<file path="src/hw/dpo_pkg.sv">
// Shared constants and types for the deserializer parallel output controller.
package dpo_pkg;
  localparam int unsigned CLK_PERIOD_NS     = 50;
  localparam int unsigned OUT_CLK_PERIOD_NS = 400;
  localparam int unsigned OUT_CLK_CYCLES    = OUT_CLK_PERIOD_NS / CLK_PERIOD_NS;
  localparam int unsigned PHASE_W           = 3;
  localparam logic [2:0]  PH_LAUNCH         = 3'h0;
  localparam logic [2:0]  PH_STROBE         = 3'h4;
  localparam logic [2:0]  PH_STROBE_SPREAD  = 3'h5;
  localparam logic [2:0]  PH_LAST           = 3'(OUT_CLK_CYCLES - 1);

  localparam int unsigned PIX_W   = 24;
  localparam int unsigned GROUP_W = 8;

  localparam int unsigned LFSR_W     = 7;
  localparam logic [6:0]  LFSR_SEED  = 7'h7F;
  localparam int unsigned LFSR_TAP_A = 6;
  localparam int unsigned LFSR_TAP_B = 5;

  localparam int unsigned ADDR_W     = 4;
  localparam int unsigned DATA_W     = 8;
  localparam logic [3:0]  REG_STATUS = 4'h0;
  localparam logic [3:0]  REG_MASK   = 4'h4;
  localparam logic [3:0]  REG_STATE  = 4'h8;
  localparam logic [7:0]  MASK_RST   = 8'h00;
  localparam int unsigned ST_LOCK_GAIN = 0;
  localparam int unsigned ST_LOCK_LOSS = 1;
  localparam int unsigned ST_WORD_DROP = 2;
  localparam int unsigned NUM_EVT      = 3;

  // Configuration pins, all asynchronous to ref_clk.
  typedef struct packed {
    logic edge_sel;
    logic pto_sel;
    logic rand_bypass;
    logic out_en;
    logic sleep_n;
  } dpo_cfg_t;

  typedef struct packed {
    logic              wr;
    logic              rd;
    logic [ADDR_W-1:0] addr;
    logic [DATA_W-1:0] wdata;
  } dpo_bus_req_t;

  typedef enum logic [1:0] {
    OS_OFF  = 2'b00,
    OS_WAIT = 2'b01,
    OS_RUN  = 2'b10
  } dpo_out_state_t;
endpackage

</file>
<file path="src/hw/dpo_ctrl.sv">
// Parallel output control of a serial-link deserializer: descramble, launch, stagger, enables.
`timescale 1ns/100ps
`default_nettype none
// Overview of operation
// [RULE1] Output clock strobe edge follows the edge-select pin.
// [RULE2] Edge-select high strobes on rising output clock, low on falling.
// [RULE3] Lock flag is high while the receiver PLL is locked, low otherwise.
// [RULE4] Data outputs and output clock are tri-stated while unlocked.
// [RULE5] Turn-on select high staggers the three byte groups by one to two cycles.
// [RULE6] Turn-on select low spreads data bits and shifts the output clock by one.
// [RULE7] Randomizer bypass high passes words without extra descrambling.
// [RULE8] Bypass low removes the 7-bit LFSR randomization; serializer must match.
// [RULE9] Output enable high drives data outputs and output clock.
// [RULE10] Output enable low tri-states outputs while the PLL keeps running.
// [RULE11] Sleep input low tri-states data, clock and lock flag and stops the PLL.
// [RULE12] Outputs drive only with lock high and output enable high.
module dpo_ctrl (
  input  wire logic                       ref_clk,            // 20 MHz clock
  input  wire logic                       rst_n,              // Asynchronous reset
  input  wire dpo_pkg::dpo_bus_req_t      bus_req,            // Register request
  output var  logic [dpo_pkg::DATA_W-1:0] bus_rdata,          // Read data, one cycle later
  output var  logic                       irq,                // Level interrupt
  input  wire dpo_pkg::dpo_cfg_t          cfg_pins,           // Raw configuration pins
  input  wire logic                       pll_lock_raw,       // Raw PLL lock detector
  input  wire logic [dpo_pkg::PIX_W-1:0]  rx_word,            // Received word from front end
  input  wire logic                       rx_word_valid,      // One-cycle word strobe
  output var  logic                       pll_enable,         // PLL power
  output var  logic [dpo_pkg::PIX_W-1:0]  parallel_data_out,  // Parallel data
  output var  logic                       parallel_data_oe,   // Data output enable
  output var  logic                       out_clk,            // Parallel output clock
  output var  logic                       out_clk_oe,         // Output clock enable
  output var  logic                       lock_flag,          // Lock flag level
  output var  logic                       lock_flag_oe        // Lock flag enable
);
  localparam int unsigned SYNC_W = $bits(dpo_pkg::dpo_cfg_t) + 1;
  // ----------------------------------------------------------------
  // Pin synchronisers
  // ----------------------------------------------------------------
  logic [SYNC_W-1:0] sync1_q;
  logic [SYNC_W-1:0] sync2_q;
  logic [SYNC_W-1:0] sync3_q;
  logic [SYNC_W-1:0] stable_q;
  dpo_pkg::dpo_cfg_t cfg_s;
  logic              lock_s;

  always_ff @(posedge ref_clk or negedge rst_n) begin
    if (!rst_n) begin
      sync1_q <= '0;
      sync2_q <= '0;
      sync3_q <= '0;
    end else begin
      sync1_q <= {cfg_pins, pll_lock_raw};
      sync2_q <= sync1_q;
      sync3_q <= sync2_q;
    end
  end

  // A pin change counts only once the second and third stages agree.
  genvar gs;
  generate
    for (gs = 0; gs < SYNC_W; gs++) begin : g_sync
      always_ff @(posedge ref_clk or negedge rst_n) begin
        if (!rst_n) begin
          stable_q[gs] <= 1'b0;
        end else if (sync2_q[gs] == sync3_q[gs]) begin
          stable_q[gs] <= sync3_q[gs];
        end
      end
    end
  endgenerate

  assign cfg_s  = dpo_pkg::dpo_cfg_t'(stable_q[SYNC_W-1:1]);
  assign lock_s = stable_q[0];
  logic awake;
  logic locked;
  logic drive;
  logic pto_sel;
  assign awake   = cfg_s.sleep_n;
  assign locked  = awake && lock_s;
  assign drive   = locked && cfg_s.out_en;
  assign pto_sel = cfg_s.pto_sel;
  // ----------------------------------------------------------------
  // Output state and pixel phase
  // ----------------------------------------------------------------
  dpo_pkg::dpo_out_state_t state_q;
  logic [dpo_pkg::PHASE_W-1:0] phase_q;
  logic                        hold_full_q;
  logic                        launch;

  always_ff @(posedge ref_clk or negedge rst_n) begin
    if (!rst_n) begin
      state_q <= dpo_pkg::OS_OFF;
    end else begin
      case (state_q)
        dpo_pkg::OS_OFF:  if (locked) state_q <= dpo_pkg::OS_WAIT;
        dpo_pkg::OS_WAIT: begin
          if (!locked) begin
            state_q <= dpo_pkg::OS_OFF;
          end else if (hold_full_q) begin
            state_q <= dpo_pkg::OS_RUN;
          end
        end
        dpo_pkg::OS_RUN:  if (!locked) state_q <= dpo_pkg::OS_OFF;
        default:          state_q <= dpo_pkg::OS_OFF;
      endcase
    end
  end

  always_ff @(posedge ref_clk or negedge rst_n) begin
    if (!rst_n) begin
      phase_q <= dpo_pkg::PH_LAUNCH;
    end else if (!locked || phase_q == dpo_pkg::PH_LAST) begin
      phase_q <= dpo_pkg::PH_LAUNCH;
    end else begin
      phase_q <= phase_q + 3'h1;
    end
  end

  assign launch = locked && phase_q == dpo_pkg::PH_LAUNCH;
  // ----------------------------------------------------------------
  // Descrambler and word holding register
  // ----------------------------------------------------------------
  function automatic logic [dpo_pkg::PIX_W-1:0] key_of(input logic [dpo_pkg::LFSR_W-1:0] s);
    key_of = {s, s, s, s[2:0]};
  endfunction
  logic [dpo_pkg::LFSR_W-1:0] lfsr_q;
  logic [dpo_pkg::PIX_W-1:0]  keystream;
  logic [dpo_pkg::PIX_W-1:0]  hold_q;
  logic                       word_drop;
  assign keystream = key_of(lfsr_q);
  // The keystream restarts from the seed at every new lock.
  always_ff @(posedge ref_clk or negedge rst_n) begin
    if (!rst_n) begin
      lfsr_q <= dpo_pkg::LFSR_SEED;
    end else if (!locked) begin
      lfsr_q <= dpo_pkg::LFSR_SEED;
    end else if (rx_word_valid && !cfg_s.rand_bypass) begin
      lfsr_q <= {lfsr_q[dpo_pkg::LFSR_W-2:0],
                 lfsr_q[dpo_pkg::LFSR_TAP_A] ^ lfsr_q[dpo_pkg::LFSR_TAP_B]}; // [RULE8]
    end
  end

  always_ff @(posedge ref_clk or negedge rst_n) begin
    if (!rst_n) begin
      hold_q <= '0;
    end else if (rx_word_valid) begin
      hold_q <= cfg_s.rand_bypass ? rx_word : (rx_word ^ keystream); // [RULE7] [RULE8]
    end
  end

  always_ff @(posedge ref_clk or negedge rst_n) begin
    if (!rst_n) begin
      hold_full_q <= 1'b0;
    end else if (!locked) begin
      hold_full_q <= 1'b0;
    end else if (rx_word_valid) begin
      hold_full_q <= 1'b1;
    end else if (launch) begin
      hold_full_q <= 1'b0;
    end
  end

  assign word_drop = locked && rx_word_valid && hold_full_q && !launch;
  // ----------------------------------------------------------------
  // Launch and staggered output groups
  // ----------------------------------------------------------------
  logic [dpo_pkg::PIX_W-1:0] pix_q;
  logic [dpo_pkg::PIX_W-1:0] tap1_q;
  logic [dpo_pkg::PIX_W-1:0] tap2_q;
  logic [dpo_pkg::PIX_W-1:0] data_q;
  always_ff @(posedge ref_clk or negedge rst_n) begin
    if (!rst_n) begin
      pix_q  <= '0;
      tap1_q <= '0;
      tap2_q <= '0;
    end else begin
      if (launch && hold_full_q) begin
        pix_q <= hold_q;
      end
      tap1_q <= pix_q;
      tap2_q <= tap1_q;
    end
  end

  // Turn-on mode delays byte group g by g cycles; spread mode delays bit i by i mod 3.
  genvar gb;
  generate
    for (gb = 0; gb < dpo_pkg::PIX_W; gb++) begin : g_bit
      localparam int unsigned GRP = gb / dpo_pkg::GROUP_W;
      localparam int unsigned SPR = gb % 3;
      always_ff @(posedge ref_clk or negedge rst_n) begin
        if (!rst_n) begin
          data_q[gb] <= 1'b0;
        end else begin
          case (pto_sel ? GRP : SPR)
            0:       data_q[gb] <= pix_q[gb];  // [RULE5] [RULE6]
            1:       data_q[gb] <= tap1_q[gb];
            default: data_q[gb] <= tap2_q[gb];
          endcase
        end
      end
    end
  endgenerate

  assign parallel_data_out = data_q;
  // ----------------------------------------------------------------
  // Output clock
  // ----------------------------------------------------------------
  logic [2:0] strobe_ph;
  logic       clk_active;
  logic       clk_q;
  assign strobe_ph  = pto_sel ? dpo_pkg::PH_STROBE : dpo_pkg::PH_STROBE_SPREAD; // [RULE6]
  assign clk_active = locked && phase_q >= strobe_ph;

  // The strobe edge sits mid-pixel, after the latest staggered group has settled.
  always_ff @(posedge ref_clk or negedge rst_n) begin
    if (!rst_n) begin
      clk_q <= 1'b0;
    end else begin
      clk_q <= cfg_s.edge_sel ? clk_active : !clk_active; // [RULE1] [RULE2]
    end
  end

  assign out_clk = clk_q;
  // ----------------------------------------------------------------
  // Enables, lock flag and PLL power
  // ----------------------------------------------------------------
  logic drive_q;
  logic lock_q;
  logic lock_oe_q;
  logic pll_en_q;
  always_ff @(posedge ref_clk or negedge rst_n) begin
    if (!rst_n) begin
      drive_q <= 1'b0;
    end else begin
      drive_q <= drive; // [RULE4] [RULE9] [RULE10] [RULE12]
    end
  end

  always_ff @(posedge ref_clk or negedge rst_n) begin
    if (!rst_n) begin
      lock_q    <= 1'b0;
      lock_oe_q <= 1'b0;
      pll_en_q  <= 1'b0;
    end else begin
      lock_q    <= locked; // [RULE3]
      lock_oe_q <= awake;  // [RULE11]
      pll_en_q  <= awake;  // [RULE10] [RULE11]
    end
  end

  assign parallel_data_oe = drive_q;
  assign out_clk_oe       = drive_q;
  assign lock_flag        = lock_q;
  assign lock_flag_oe     = lock_oe_q;
  assign pll_enable       = pll_en_q;
  // ----------------------------------------------------------------
  // Registers and interrupt
  // ----------------------------------------------------------------
  logic                        locked_prev_q;
  logic [dpo_pkg::NUM_EVT-1:0] evt;
  logic [dpo_pkg::NUM_EVT-1:0] status_q;
  logic [dpo_pkg::NUM_EVT-1:0] status_d;
  logic [dpo_pkg::NUM_EVT-1:0] mask_q;
  logic [dpo_pkg::DATA_W-1:0]  rdata_q;
  logic                        irq_q;
  logic                        rd_status;

  always_ff @(posedge ref_clk or negedge rst_n) begin
    if (!rst_n) begin
      locked_prev_q <= 1'b0;
    end else begin
      locked_prev_q <= locked;
    end
  end

  always_comb begin
    evt = '0;
    evt[dpo_pkg::ST_LOCK_GAIN] = locked && !locked_prev_q;
    evt[dpo_pkg::ST_LOCK_LOSS] = !locked && locked_prev_q;
    evt[dpo_pkg::ST_WORD_DROP] = word_drop;
  end

  assign rd_status = bus_req.rd && bus_req.addr == dpo_pkg::REG_STATUS;
  // A read clears the status, but an event in the same cycle survives it.
  always_comb begin
    status_d = rd_status ? evt : (status_q | evt);
  end

  always_ff @(posedge ref_clk or negedge rst_n) begin
    if (!rst_n) begin
      status_q <= '0;
    end else begin
      status_q <= status_d;
    end
  end

  always_ff @(posedge ref_clk or negedge rst_n) begin
    if (!rst_n) begin
      mask_q <= dpo_pkg::MASK_RST[dpo_pkg::NUM_EVT-1:0];
    end else if (bus_req.wr && bus_req.addr == dpo_pkg::REG_MASK) begin
      mask_q <= bus_req.wdata[dpo_pkg::NUM_EVT-1:0];
    end
  end

  always_ff @(posedge ref_clk or negedge rst_n) begin
    if (!rst_n) begin
      rdata_q <= '0;
    end else if (bus_req.rd) begin
      case (bus_req.addr)
        dpo_pkg::REG_STATUS: rdata_q <= {5'h00, status_q};
        dpo_pkg::REG_MASK:   rdata_q <= {5'h00, mask_q};
        dpo_pkg::REG_STATE:  rdata_q <= {state_q, cfg_s, locked};
        default:             rdata_q <= 8'h00;
      endcase
    end else begin
      rdata_q <= 8'h00;
    end
  end

  always_ff @(posedge ref_clk or negedge rst_n) begin
    if (!rst_n) begin
      irq_q <= 1'b0;
    end else begin
      irq_q <= |(status_d & mask_q);
    end
  end

  assign bus_rdata = rdata_q;
  assign irq       = irq_q;
  // ----------------------------------------------------------------
  // Assertions
  // ----------------------------------------------------------------
  a_lock_flag_high: assert property (@(posedge ref_clk) disable iff (!rst_n) // [RULE3]
    locked |=> lock_flag) else $error("lock flag low while locked");
  a_lock_flag_low: assert property (@(posedge ref_clk) disable iff (!rst_n) // [RULE3]
    !locked |=> !lock_flag) else $error("lock flag high while unlocked");
  a_unlock_tristate: assert property (@(posedge ref_clk) disable iff (!rst_n) // [RULE4]
    !lock_s |=> !parallel_data_oe && !out_clk_oe) else $error("outputs driven while unlocked");
  a_enable_drives: assert property (@(posedge ref_clk) disable iff (!rst_n) // [RULE9]
    drive |=> parallel_data_oe && out_clk_oe) else $error("outputs not driven when enabled");
  a_disable_pll_on: assert property (@(posedge ref_clk) disable iff (!rst_n) // [RULE10]
    (awake && !cfg_s.out_en) |=> !parallel_data_oe && pll_enable) else $error("disable misbehaves");
  a_sleep_all_off: assert property (@(posedge ref_clk) disable iff (!rst_n) // [RULE11]
    !awake |=> !lock_flag_oe && !pll_enable && !out_clk_oe) else $error("sleep not honoured");
  a_drive_needs_lock: assert property (@(posedge ref_clk) disable iff (!rst_n) // [RULE12]
    parallel_data_oe |-> lock_flag) else $error("driving without lock flag");
  a_rise_strobe: assert property (@(posedge ref_clk) disable iff (!rst_n) // [RULE2]
    (locked && cfg_s.edge_sel && $stable(cfg_s) && phase_q == strobe_ph) |=> $rose(out_clk))
    else $error("no rising strobe edge");
  a_fall_strobe: assert property (@(posedge ref_clk) disable iff (!rst_n) // [RULE1]
    (locked && !cfg_s.edge_sel && $stable(cfg_s) && phase_q == strobe_ph) |=> $fell(out_clk))
    else $error("no falling strobe edge");
  a_group_stagger: assert property (@(posedge ref_clk) disable iff (!rst_n) // [RULE5]
    $past(pto_sel) |-> parallel_data_out[23:16] == $past(pix_q[23:16], 3))
    else $error("third group not two cycles late");
  a_spread_bits: assert property (@(posedge ref_clk) disable iff (!rst_n) // [RULE6]
    !$past(pto_sel) |-> parallel_data_out[1] == $past(pix_q[1], 2))
    else $error("spread bit delay wrong");
  a_bypass_word: assert property (@(posedge ref_clk) disable iff (!rst_n) // [RULE7]
    (rx_word_valid && cfg_s.rand_bypass) |=> hold_q == $past(rx_word))
    else $error("bypass word altered");
  a_descramble_word: assert property (@(posedge ref_clk) disable iff (!rst_n) // [RULE8]
    (rx_word_valid && !cfg_s.rand_bypass) |=> hold_q == ($past(rx_word) ^ $past(keystream)))
    else $error("descrambled word wrong");
endmodule
`default_nettype wire

</file>
<file path="config.mk">
export PLATFORM = sky130hd
export DESIGN_NAME = dpo_ctrl
export DESIGN_NICKNAME = d
export VERILOG_FILES = /design/src/hw/dpo_pkg.sv /design/src/hw/dpo_ctrl.sv
export SDC_FILE = /design/constraint.sdc
export NUM_CORES = 1
export LEC_CHECK = 0
export BUFFER_PORTS_ARGS = -buffer_cell sky130_fd_sc_hd__buf_4
export CORE_AREA = 2 2 116 118
export CTS_CLUSTER_SIZE = 8
export DETAILED_ROUTE_END_ITERATION = 12
export DIE_AREA = 0 0 118 120
export PLACE_DENSITY = 0.73
export SETUP_SLACK_MARGIN = 0.5
export SYNTH_ARGS = -nofsm -noshare
export SYNTH_HDL_FRONTEND = slang
export SYNTH_SLANG_ARGS = --single-unit
</file>
<file path="constraint.sdc">
create_clock -name ref_clk -period 2.05 [get_ports ref_clk]
set_input_delay 0.3075 -clock ref_clk [delete_from_list [all_inputs] [get_ports ref_clk]]
set_output_delay 0.3075 -clock ref_clk [all_outputs]
set_load 0.01 [all_outputs]
</file>
==> run summary, run 1 <==
OUTCOME
----------------------------------------------------------------------------------------
Result of the run ......................................................... complete, no violations

HOLD PATH
----------------------------------------------------------------------------------------
Startpoint of the lowest-slack hold path ..................................   bus_req[0]
HP Class ..................................................................    in -> reg
Number of cells traversed by the worst hold path ..........................            2
Hold path endpoint ........................................................ mask_q[0]$_DFFE_PN0P_

GRT
----------------------------------------------------------------------------------------
Met2 track demand over resource ...........................................        28.5%
Global-route wire length before repair ....................................    17,900 um
Antenna violations before repair ..........................................            0
Largest net degree at the start of global routing .........................           56
GRT Total Usage ...........................................................        16.8%
Global routing's busiest layer ............................................         met2
Met3 Resource Use GR ......................................................        5.70%
Vias in the first global route ............................................        3,483
Total global routing overflow .............................................            0
Met1 Resource Use GR ......................................................        20.1%

WORST SETUP PATH
----------------------------------------------------------------------------------------
R2r startpoint ............................................................ phase_q[1]$_DFF_PN0_
Critical-path maximum fanout ..............................................            6
Register-to-register setup slack ..........................................       510 ps
Crit Path Category ........................................................   reg -> reg
CP required ...............................................................      2360 ps
Startpoint class of the critical path .....................................         flop
Terminus of the critical flop-to-flop path ................................ pix_q[7]$_DFFE_PN0P_
Count of cells along the worst register-to-register path ..................            7
Arrival time at the worst endpoint ........................................      1840 ps
Worst setup EP type .......................................................         flop

YOSYS
----------------------------------------------------------------------------------------
Mux contribution to synthesized area ......................................        8.81%
Share of flip-flops with an asynchronous set or reset after synthesis .....         100%
Mapped Area ............................................................... 0.00572 sq mm
Synthesis warning total ...................................................            0
Post-synthesis instance total .............................................          397
Complex-gate fraction of the synthesized area .............................        4.33%
Net count of the mapped netlist ...........................................          448
Average cell area after synthesis .........................................   14.4 sq um
Post-synthesis share of cell area spent on xor and xnor gates .............        3.98%
Flip-flop cell with the highest count after synthesis ..................... sky130_fd_sc_hd__dfrtp_1
Fraction of the mapped netlist area in simple logic gates .................        7.24%
Count of flip-flops with a built-in enable after synthesis ................            0
Largest family of logic cells by synthesized area ......................... multiplexers
Proportion of synthesized chip area in sequential cells ...................        71.0%
Number of flip-flops and latches in the synthesized netlist ...............          162
Synth Area in Adders ......................................................        1.92%
Unique cell type count in the Yosys netlist ...............................           42

CLOCKING
----------------------------------------------------------------------------------------
Clock tree from TritonCTS .................................................        built
Clock transition at the registers of the reported paths ...................        60 ps
Clk buf depth .............................................................            2
Library cell used as clock root buffer .................................... sky130_fd_sc_hd__clkbuf_16
Skew-Pair Late Insertion Delay ............................................       420 ps
Number of buffers inserted during clock tree synthesis ....................           17
CTS HTree Levels ..........................................................            4
Count of clock tree sinks .................................................          162

TIMING
----------------------------------------------------------------------------------------
Final slew viol count .....................................................            0
Layout Skew ...............................................................      5.82 ps
Number of hold violations in the final report .............................            0
Tmin final ................................................................      1540 ps
Max Fclk ..................................................................    0.651 GHz
Least-Margin Pin Slew .....................................................       549 ps
Portion of the clock cycle consumed by the worst path in the final layout .        74.9%
TNS Setup .................................................................         0 ps
Final number of setup-violating endpoints .................................            0
RSZ-0062 raised after global routing ......................................        false
Relative slew slack .......................................................        63.3%

DRT
----------------------------------------------------------------------------------------
Remaining number of nets flagged by the antenna check after routing .......            0
Wire length reported by the detailed router ...............................    11,200 um
Drt pass-1 iters ..........................................................            4
Via-per-instance ratio ....................................................         4.79
Post-DR wirelength/cell ...................................................      16.3 um
Violation count after the first detailed-route iteration ..................          266
Total number of vias ......................................................        3,307
DRC Markers ...............................................................            0

JOB
----------------------------------------------------------------------------------------
Max-cap check violation count .............................................            0

FINAL LAYOUT
----------------------------------------------------------------------------------------
Net count of the finished layout ..........................................          552
Diode count ...............................................................            0
Final std cells w/o fill ..................................................          690
Final cell utilization of the core ........................................        57.2%
Layout-stage area growth over the synthesis result ........................        29.7%
Top library cells by usage in the layout, fill and taps aside ............. 152 x sky130_fd_sc_hd__dfrtp_1, 95 x sky130_fd_sc_hd__buf_4, 41 x sky130_fd_sc_hd__mux2_2
Share of post-route cells with drive strength above 1 .....................        38.1%
Most common cell after layout, fill and taps aside ........................ sky130_fd_sc_hd__dfrtp_1

POWER AND IR DROP
----------------------------------------------------------------------------------------
LEAKAGE ...................................................................      3.40 nW
Pwr/cell area ............................................................. 1270 mW/mm^2
Post-route total power ....................................................    0.00940 W
Peak supply drop ..........................................................     0.623 mV

FLOORPLANNING
----------------------------------------------------------------------------------------
Initial core utilization ..................................................        44.1%
X dimension of the die ....................................................       118 um
Die Ht ....................................................................       120 um
# rows ....................................................................           42
I/O Pins ..................................................................           86
Die outline area .......................................................... 0.0142 sq mm
Core outline area ......................................................... 0.0130 sq mm

PLACED DESIGN
----------------------------------------------------------------------------------------
Number of buffer cells added on primary ports .............................           80
Placer Congestion .........................................................        0.814
Number of placed instances with taps included .............................          639
HPWL after DPL ............................................................      6850 um

[where the power goes]
group	switching, W	leakage, nW	total, W	internal, W
sequential	0.000441	1.95	0.00460	0.00416
clock	0.00121	0.304	0.00332	0.00211
combinational	0.000607	1.15	0.00149	0.000882
total	0.00226	3.40	0.00940	0.00715
[flip-flops by register name, summed over array words and instances (netlist names), 2 cells and up]
name	cells
bus_rdata	8
cfg_s	3
hold_q	24
lfsr_q	7
mask_q	3
parallel_data_out	19
phase_q	3
pix_q	24
state_q	2
status_q	3
sync1_q	6
sync2_q	6
sync3_q	6
tap1_q	24
tap2_q	15
[worst max path at each step]
stage	start	endpoint	slack [ps]	cells after the start
3_5_place_dp	bus_req[9]	status_q[2]$_DFF_PN0_	460	4
2_1_floorplan	phase_q[0]$_DFF_PN0_	pix_q[0]$_DFFE_PN0P_	530	6
6_report	phase_q[1]$_DFF_PN0_	pix_q[7]$_DFFE_PN0P_	510	7
5_1_grt	phase_q[1]$_DFF_PN0_	pix_q[13]$_DFFE_PN0P_	480	7
3_3_place_gp	bus_req[9]	status_q[2]$_DFF_PN0_	480	4
4_1_cts	phase_q[0]$_DFF_PN0_	pix_q[19]$_DFFE_PN0P_	480	7
[worst max-delay path, cell delays in order (launching register included)]
cell and delay, ps:
sky130_fd_sc_hd__dfrtp_1 400, sky130_fd_sc_hd__inv_2 80, sky130_fd_sc_hd__ha_4 140, sky130_fd_sc_hd__nand2b_4 60, sky130_fd_sc_hd__nor2_4 100, sky130_fd_sc_hd__buf_6 140, sky130_fd_sc_hd__clkbuf_16 150, sky130_fd_sc_hd__mux2_2 330
[synthesized netlist by cell type (3+ instances only)]
cell                       count  share of area, %
sky130_fd_sc_hd__dfrtp_1     155                68
sky130_fd_sc_hd__mux2_2       43               8.5
sky130_fd_sc_hd__nor2_1       29               1.9
sky130_fd_sc_hd__a21oi_1      28               2.4
sky130_fd_sc_hd__xnor2_1      26               4.0
sky130_fd_sc_hd__nand2_1      14              0.92
sky130_fd_sc_hd__buf_4        10               1.3
sky130_fd_sc_hd__clkbuf_1     10              0.66
sky130_fd_sc_hd__nand3_1      10              0.87
sky130_fd_sc_hd__nor2b_1       9              0.98
sky130_fd_sc_hd__dfstp_2       7               3.2
sky130_fd_sc_hd__maj3_1        6               1.0
sky130_fd_sc_hd__and2_1        5              0.55
sky130_fd_sc_hd__ha_1          4              0.87
sky130_fd_sc_hd__inv_1         4              0.26
sky130_fd_sc_hd__nand2b_1      4              0.44
sky130_fd_sc_hd__buf_2         3              0.26
sky130_fd_sc_hd__nor3b_1       3              0.39
[layout make-up]
cell class	instances	area, sq um
clock buffer	24	512
clock inverter	8	123
fill	1018	5560
inverter	5	22.5
multi-input combinational	205	1540
sequential	162	4070
tap	176	220
timing repair buffer	110	937
[timing repair]
action                                 in CTS  in global routing
setup buffers                               6                  3
gates resized for setup                     8                  9
cloned                                      2                  1
pin swaps                                   1                  2
hold buffers                                7                  0
endpoints found under the hold margin      55                  0
setup endpoints to repair                  24                 29
[metrics by stage]
| step | area (sq um) | setup slack (ps) | hold slack, ps |
|---|---|---|---|
| 2_1_floorplan | 5720 | 530 | 11.9 |
| 3_3_place_gp | 6520 | 482 | 291 |
| 3_5_place_dp | 6520 | 456 | 301 |
| 4_1_cts | 7340 | 478 | 104 |
| 5_1_grt | 7420 | 479 | 108 |
| 6_report | 7420 | 514 | 117 |
[kinds of logic (layout without fill, tap and decap cells)]
| kind of cell | Yosys count | in the layout |
|---|---|---|
| AO/OA/AOI/OAI | 41 | 41 |
| XOR/XNOR | 26 | 26 |
| adder cells (fa/ha/maj) | 10 | 10 |
| buffers and inverters | 30 | 147 |
| flip-flops | 162 | 162 |
| multiplexers | 45 | 45 |
| AND/OR/NAND/NOR | 83 | 83 |
[metal layers]
metal,vias up,wire (um),part of all wire (%)
met4,0,189,1.7
met1,1697,4750,42
met2,59,5870,52
met3,17,419,3.7
li1,1534,-,-
met5,-,0,0
Note: power is estimated with default switching activity, not from simulation.
==> run 2, diff against run 1 <==
PLACE_DENSITY = 0.75   (was 0.73)
clock period = 1.3 ns   (was 2.05 ns; I/O delays follow)
==> run summary, run 2 (synthesized netlist as in run 1, its figures left out) <==
OUTCOME
----------------------------------------------------------------------------------------
Result of the run ......................................................... finished with violations
Failing checks ............................................................ setup timing

FINAL LAYOUT
----------------------------------------------------------------------------------------
Most common cell after layout, fill and taps aside ........................ sky130_fd_sc_hd__dfrtp_1
Net count of the finished layout ..........................................          575   +4.2%
Share of post-route cells with drive strength above 1 .....................        55.3%   +17 points
Final std cells w/o fill ..................................................          713   +3.3%
Layout-stage area growth over the synthesis result ........................        46.8%
Diode count ...............................................................            0   unchanged
Biggest regs .............................................................. hold_q x24, pix_q x24, tap1_q x24
Final non-filler cell area ................................................ 0.00840 sq mm   +13%
Top library cells by usage in the layout, fill and taps aside ............. 151 x sky130_fd_sc_hd__dfrtp_1, 59 x sky130_fd_sc_hd__buf_6, 56 x sky130_fd_sc_hd__buf_4

PLACED DESIGN
----------------------------------------------------------------------------------------
Placer Congestion .........................................................        0.807   -0.88%
Number of placed instances with taps included .............................          653   +2.2%
Number of buffer cells added on primary ports .............................           80   unchanged
HPWL after DPL ............................................................      6930 um   +1.1%
Instance area after placement ............................................. 0.00689 sq mm   +5.7%

POWER AND IR DROP
----------------------------------------------------------------------------------------
Pwr/cell area ............................................................. 1880 mW/mm^2   +48%
Peak supply drop ..........................................................     0.788 mV   +26%
LEAKAGE ...................................................................      3.89 nW   +14%
Post-route total power ....................................................     0.0158 W   +68%

WORST SETUP PATH
----------------------------------------------------------------------------------------
Slowest Stage Delay on Critical Path ......................................       400 ps   about the same
Series of cell instances along the critical path .......................... inv_2, ha_4, nand2b_4, nor2_4, buf_12, mux2_2
Startpoint class of the critical path .....................................         flop
CP required ...............................................................      1600 ps   -760 ps
Worst setup EP type .......................................................         flop
Cell at the slowest stage of the critical path ............................ sky130_fd_sc_hd__dfrtp_1
Arrival time at the worst endpoint ........................................      1800 ps   -40 ps
Crit Path Category ........................................................   reg -> reg
Critical-path maximum fanout ..............................................           24   +18

TIMING
----------------------------------------------------------------------------------------
Max Fclk ..................................................................    0.668 GHz   +2.5%
Portion of the clock cycle consumed by the worst path in the final layout .         115%   +40 points
Tmin final ................................................................      1500 ps   -38.0 ps
Final number of setup-violating endpoints .................................           27   +27
Setup WS post-layout ......................................................      -198 ps   -712 ps
Least-Margin Pin Slew .....................................................       333 ps   -216 ps
Relative slew slack .......................................................        77.5%   +14 points
Number of hold violations in the final report .............................            0   unchanged
Final slew viol count .....................................................            0   unchanged
RSZ-0062 raised after global routing ......................................         true
Layout Skew ...............................................................      5.13 ps   -0.698 ps

CLOCKING
----------------------------------------------------------------------------------------
Library cell used as clock root buffer .................................... sky130_fd_sc_hd__clkbuf_16
Number of hold-repair buffers added at the cts stage ......................            9   +2
Clock transition at the registers of the reported paths ...................        70 ps   about the same
Clk buf depth .............................................................            2   unchanged
Skew-Pair Late Insertion Delay ............................................       420 ps   about the same
Count of clock tree sinks .................................................          162   unchanged
Number of buffers inserted during clock tree synthesis ....................           17   unchanged
Clock tree from TritonCTS .................................................        built
CTS HTree Levels ..........................................................            4   unchanged

JOB
----------------------------------------------------------------------------------------
Max-cap check violation count .............................................            0   unchanged

DRT
----------------------------------------------------------------------------------------
Violation count after the first detailed-route iteration ..................          245   -7.9%
Total number of vias ......................................................        3,535   +6.9%
Highest routing layer actually used .......................................         met4
Post-Route M1 WL ..........................................................      5090 um   +7.1%
Wire length reported by the detailed router ...............................    12,500 um   +11%
Via-per-instance ratio ....................................................         4.96   +3.4%
Met2 wirelength from detailed routing .....................................      6780 um   +16%
DRC Markers ...............................................................            0   unchanged
Wire length on met3 .......................................................       379 um   -9.5%
Post-DR wirelength/cell ...................................................      17.5 um   +7.8%
Drt pass-1 iters ..........................................................            4   unchanged
Remaining number of nets flagged by the antenna check after routing .......            0   unchanged

GRT
----------------------------------------------------------------------------------------
Vias in the first global route ............................................        3,741   +7.4%
GRT Total Usage ...........................................................        18.0%   +1.2 points
Total global routing overflow .............................................            0   unchanged
Antenna violations before repair ..........................................            0   unchanged
Largest net degree at the start of global routing .........................           46   -18%
Global-route wire length before repair ....................................    19,500 um   +9.0%

FLOORPLANNING
----------------------------------------------------------------------------------------
I/O Pins ..................................................................           86   unchanged
Die Ht ....................................................................       120 um   unchanged
Die outline area .......................................................... 0.0142 sq mm   unchanged
Initial core utilization ..................................................        44.1%   unchanged
# rows ....................................................................           42   unchanged
Core outline area ......................................................... 0.0130 sq mm   unchanged
X dimension of the die ....................................................       118 um   unchanged

HOLD PATH
----------------------------------------------------------------------------------------
HP Class ..................................................................    in -> reg

run 2: critical path: cells and delay by family (launching register included):
family                   cells  cell delay, ps
multiplexers                 1             370
buffers and inverters        2             270
flip-flops                   1             400
adder cells (fa/ha/maj)      1             130
AND/OR/NAND/NOR              2             180
run 2: cell type report:
cell class                 count  area (sq um)
fill                         848          4580
multi-input combinational    205          2110
inverter                       5          23.8
timing repair buffer         133          1370
tap                          176           220
clock buffer                  17           425
sequential                   162          4070
clock inverter                15           186
run 2: worst paths after layout:
check | start | end | slack (ps) | cells after the start
setup / recovery | phase_q[0]$_DFF_PN0_ | pix_q[21]$_DFFE_PN0P_ | -200 | 6
hold / removal | bus_req[2] | mask_q[2]$_DFFE_PN0P_ | 10 | 2
setup reg to reg | phase_q[0]$_DFF_PN0_ | pix_q[21]$_DFFE_PN0P_ | -200 | 6
hold reg to reg | sync1_q[3]$_DFF_PN0_ | sync2_q[3]$_DFF_PN0_ | 350 | 0
max in group asynchronous | rst_n | lfsr_q[2]$_DFFE_PN1P_ | 540 | 3
min in group asynchronous | rst_n | status_q[2]$_DFF_PN0_ | 240 | 2
run 2: through the flow:
step	TNS, ps	hold slack, ps	worst slack (ps)	util (%)
after floorplan	-2680	-101	-127	-
after global routing	-5780	0.585	-258	64.7
after detailed placement	-4190	63.9	-161	53.1
after global placement	-3200	60.9	-111	53.1
after CTS	-3860	-3.26	-172	62.8
final	-4200	10.6	-198	64.7
run 2: per-layer routing:
metal  vias to the layer above  global-route usage, %
li1                       1582                      -
met1                      1840                   22.7
met2                        92                   29.6
met3                        21                   4.85
met4                         0                   7.53
met5                         -                      0
run 2: what timing repair did:
action                                  in CTS  in global routing
hold endpoints to repair                   164                  1
pin swaps                                   34                 21
buffers inserted                            13                  5
gates resized for setup                     98                 37
endpoints found under the setup margin     139                147
cloned                                       1                  0
run 2: power breakdown:
part | internal [W] | total, W | leakage, nW | switching (W)
combinational | 0.00212 | 0.00336 | 1.65 | 0.00124
sequential | 0.00656 | 0.00736 | 1.95 | 0.000807
clock | 0.00278 | 0.00507 | 0.297 | 0.00230
==> run 3, diff against run 2 <==
CAP_MARGIN = 40   (was default)
CORE_AREA = 2 2 89 155   (was 2 2 116 118)
DIE_AREA = 0 0 91 157   (was 0 0 118 120)
==> run summary, run 3 (synthesized netlist as in run 1, its figures left out) <==
OUTCOME
----------------------------------------------------------------------------------------
Result of the run ......................................................... finished with violations
Failing checks ............................................................ setup timing

TIMING
----------------------------------------------------------------------------------------
Relative slew slack .......................................................        78.8%   +1.3 points
Final number of setup-violating endpoints .................................           27   unchanged
Setup WS post-layout ......................................................      -220 ps   -22.8 ps
Final slew viol count .....................................................            0   unchanged
Least-Margin Pin Slew .....................................................       318 ps   -15.2 ps
Number of hold violations in the final report .............................            0   unchanged
RSZ-0062 raised after global routing ......................................         true
Portion of the clock cycle consumed by the worst path in the final layout .         117%   +1.8 points
Layout Skew ...............................................................      11.8 ps   +6.69 ps
Max Fclk ..................................................................    0.658 GHz   -1.5%
Worst hold slack ..........................................................      17.5 ps   +6.91 ps
Tmin final ................................................................      1520 ps   +22.8 ps

POWER AND IR DROP
----------------------------------------------------------------------------------------
Peak supply drop ..........................................................      1.10 mV   +39%
Power share of the clock group ............................................        31.3%   -0.8 points
Pwr/cell area ............................................................. 1850 mW/mm^2   -1.7%
Sequential power share ....................................................        46.9%   +0.3 points
Post-route total power ....................................................     0.0157 W   -0.64%
Switching component of the power ..........................................    0.00421 W   -3.2%
Switching share of power ..................................................        26.8%   -0.70 points
Relative contribution of combinational cells to total power ...............        21.8%   +0.5 points
Cell-internal power .......................................................     0.0115 W   +0.32%
LEAKAGE ...................................................................      3.93 nW   +0.95%

FLOORPLANNING
----------------------------------------------------------------------------------------
Initial core utilization ..................................................        44.2%   +0.14 points
Core outline area ......................................................... 0.0129 sq mm   -0.33%
I/O Pins ..................................................................           86   unchanged
# rows ....................................................................           55   +31%
Die outline area .......................................................... 0.0143 sq mm   +0.90%
Die Ht ....................................................................       157 um   +31%
X dimension of the die ....................................................        91 um   -23%

FINAL LAYOUT
----------------------------------------------------------------------------------------
Layout-stage area growth over the synthesis result ........................        48.5%
Net count of the finished layout ..........................................          582   +1.2%
Diode count ...............................................................            0   unchanged
Most common cell after layout, fill and taps aside ........................ sky130_fd_sc_hd__dfrtp_1
Number of filler cells placed in the layout ...............................          883   +4.1%
Share of post-route cells with drive strength above 1 .....................        56.4%   +1.1 points
Biggest regs .............................................................. hold_q x24, pix_q x24, tap1_q x24
Final non-filler cell area ................................................ 0.00849 sq mm   +1.1%
Final cell utilization of the core ........................................        65.7%   +0.93 points
Top library cells by usage in the layout, fill and taps aside ............. 152 x sky130_fd_sc_hd__dfrtp_1, 62 x sky130_fd_sc_hd__buf_6, 57 x sky130_fd_sc_hd__buf_4

PLACED DESIGN
----------------------------------------------------------------------------------------
HPWL after DPL ............................................................      7290 um   +5.2%
Pre-CTS WS ................................................................      -150 ps   +10.7 ps
Instance area after placement ............................................. 0.00693 sq mm   +0.56%
Number of buffer cells added on primary ports .............................           80   unchanged
Placer Congestion .........................................................        0.793   -1.8%

WORST SETUP PATH
----------------------------------------------------------------------------------------
Startpoint class of the critical path .....................................         flop
Count of cells along the worst register-to-register path ..................            6   unchanged
Worst setup EP type .......................................................         flop
Cell at the slowest stage of the critical path ............................ sky130_fd_sc_hd__dfrtp_1
Levels on crit path .......................................................            6   unchanged
WP buf/inv ................................................................            2   unchanged
Critical path's top delay family ..........................................   flip-flops
Crit Path Category ........................................................   reg -> reg
Register-to-register setup slack ..........................................      -220 ps   -20 ps
R2r startpoint ............................................................ phase_q[1]$_DFF_PN0_
Series of cell instances along the critical path .......................... inv_2, ha_4, nand2b_4, nor2_4, buf_12, mux2_2
Terminus of the critical flop-to-flop path ................................ pix_q[1]$_DFFE_PN0P_
Critical-path maximum fanout ..............................................           24   unchanged
CP required ...............................................................      1590 ps   about the same
Arrival time at the worst endpoint ........................................      1810 ps   about the same
Slowest Stage Delay on Critical Path ......................................       400 ps   about the same

HOLD PATH
----------------------------------------------------------------------------------------
Hold path endpoint ........................................................ mask_q[0]$_DFFE_PN0P_
Startpoint of the lowest-slack hold path ..................................   bus_req[0]
HP Class ..................................................................    in -> reg
Number of cells traversed by the worst hold path ..........................            2   unchanged

DRT
----------------------------------------------------------------------------------------
Remaining number of nets flagged by the antenna check after routing .......            0   unchanged
Violation count after the first detailed-route iteration ..................          223   -9.0%
Total number of vias ......................................................        3,530   -0.14%
Wire length reported by the detailed router ...............................    12,900 um   +3.1%
Post-DR wirelength/cell ...................................................      18.0 um   +2.8%
Drt pass-1 iters ..........................................................            6   +2
DRC Markers ...............................................................            0   unchanged
Via-per-instance ratio ....................................................         4.94   -0.42%

CLOCKING
----------------------------------------------------------------------------------------
Skew-Pair Late Insertion Delay ............................................       420 ps   about the same
Count of clock tree sinks .................................................          162   unchanged
Clock transition at the registers of the reported paths ...................        70 ps   about the same
Clock tree from TritonCTS .................................................        built
Number of buffers inserted during clock tree synthesis ....................           17   unchanged
Library cell used as clock root buffer .................................... sky130_fd_sc_hd__clkbuf_16
Clk buf depth .............................................................            2   unchanged
CTS HTree Levels ..........................................................            4   unchanged

GRT
----------------------------------------------------------------------------------------
GRT Total Usage ...........................................................        18.0%   -0.055 points
Global-route wire length before repair ....................................    19,800 um   +1.8%
Vias in the first global route ............................................        3,910   +4.5%
Antenna violations before repair ..........................................            0   unchanged
Largest net degree at the start of global routing .........................           41   -11%
Total global routing overflow .............................................            0   unchanged

JOB
----------------------------------------------------------------------------------------
Max-cap check violation count .............................................            0   unchanged

run 3: cell types whose count changed in the layout (fill, tap and decap cells not counted), sizes merged:
cell	delta
buf	+9
inv	-3
clkinvlp	+2
dlygate4sd3	-2
clkbuf	+1
run 3: stage by stage:
stage | cells | setup TNS, ps
finish | 715 | -4550
global route | 715 | -5590
detailed placement | 649 | -4750
floorplan | 397 | -2680
global placement | 649 | -3810
CTS | 706 | -4100
run 3: worst max-delay path by stage:
stage | startpoint | end | slack, ps
after floorplan | phase_q[0]$_DFF_PN0_ | pix_q[0]$_DFFE_PN0P_ | -130
after global placement | bus_req[9] | bus_rdata[5]$_DFF_PN0_ | -120
after detailed placement | phase_q[0]$_DFF_PN0_ | pix_q[0]$_DFFE_PN0P_ | -150
after CTS | phase_q[0]$_DFF_PN0_ | pix_q[0]$_DFFE_PN0P_ | -180
after global routing | phase_q[1]$_DFF_PN0_ | pix_q[1]$_DFFE_PN0P_ | -250
final | phase_q[1]$_DFF_PN0_ | pix_q[1]$_DFFE_PN0P_ | -220
run 3: cell type report:
cell class              instances  area [sq um]  share of cell area (%)
repair buffers                140          1460                    17.2
multi-input cells             205          2140                    25.2
clock inverters                14           148                    1.74
well taps                     171           214                    2.52
clock buffers                  18           439                    5.17
flip-flops and latches        162          4070                    47.9
inverters                       5          23.8                   0.280
run 3: power groups by stage:
stage | clock network, W | logic [W] | registers (W)
after global routing | 0.00520 | 0.00364 | 0.00754
after floorplan | 0 | 0.00150 | 0.00727
after global placement | 0 | 0.00255 | 0.00724
after detailed placement | 0 | 0.00262 | 0.00734
after CTS | 0.00495 | 0.00314 | 0.00734
final | 0.00491 | 0.00342 | 0.00736
run 3: repair_timing:
action	in CTS	in global routing
resized for setup	97	49
hold buffers	7	0
pin swaps	50	31
endpoints found under the setup margin	139	225
gates cloned	0	0
hold endpoints to repair	112	0
buffers inserted	18	9
run 3: per-layer routing:
layer / part of all wire (%) / global-route usage, % / vias up
met1: 38 / 21.1 / 1833
met5: 0 / 0 / -
met3: 3.6 / 4.40 / 20
li1: - / - / 1591
met4: 1.9 / 7.14 / 0
met2: 56 / 31.6 / 86
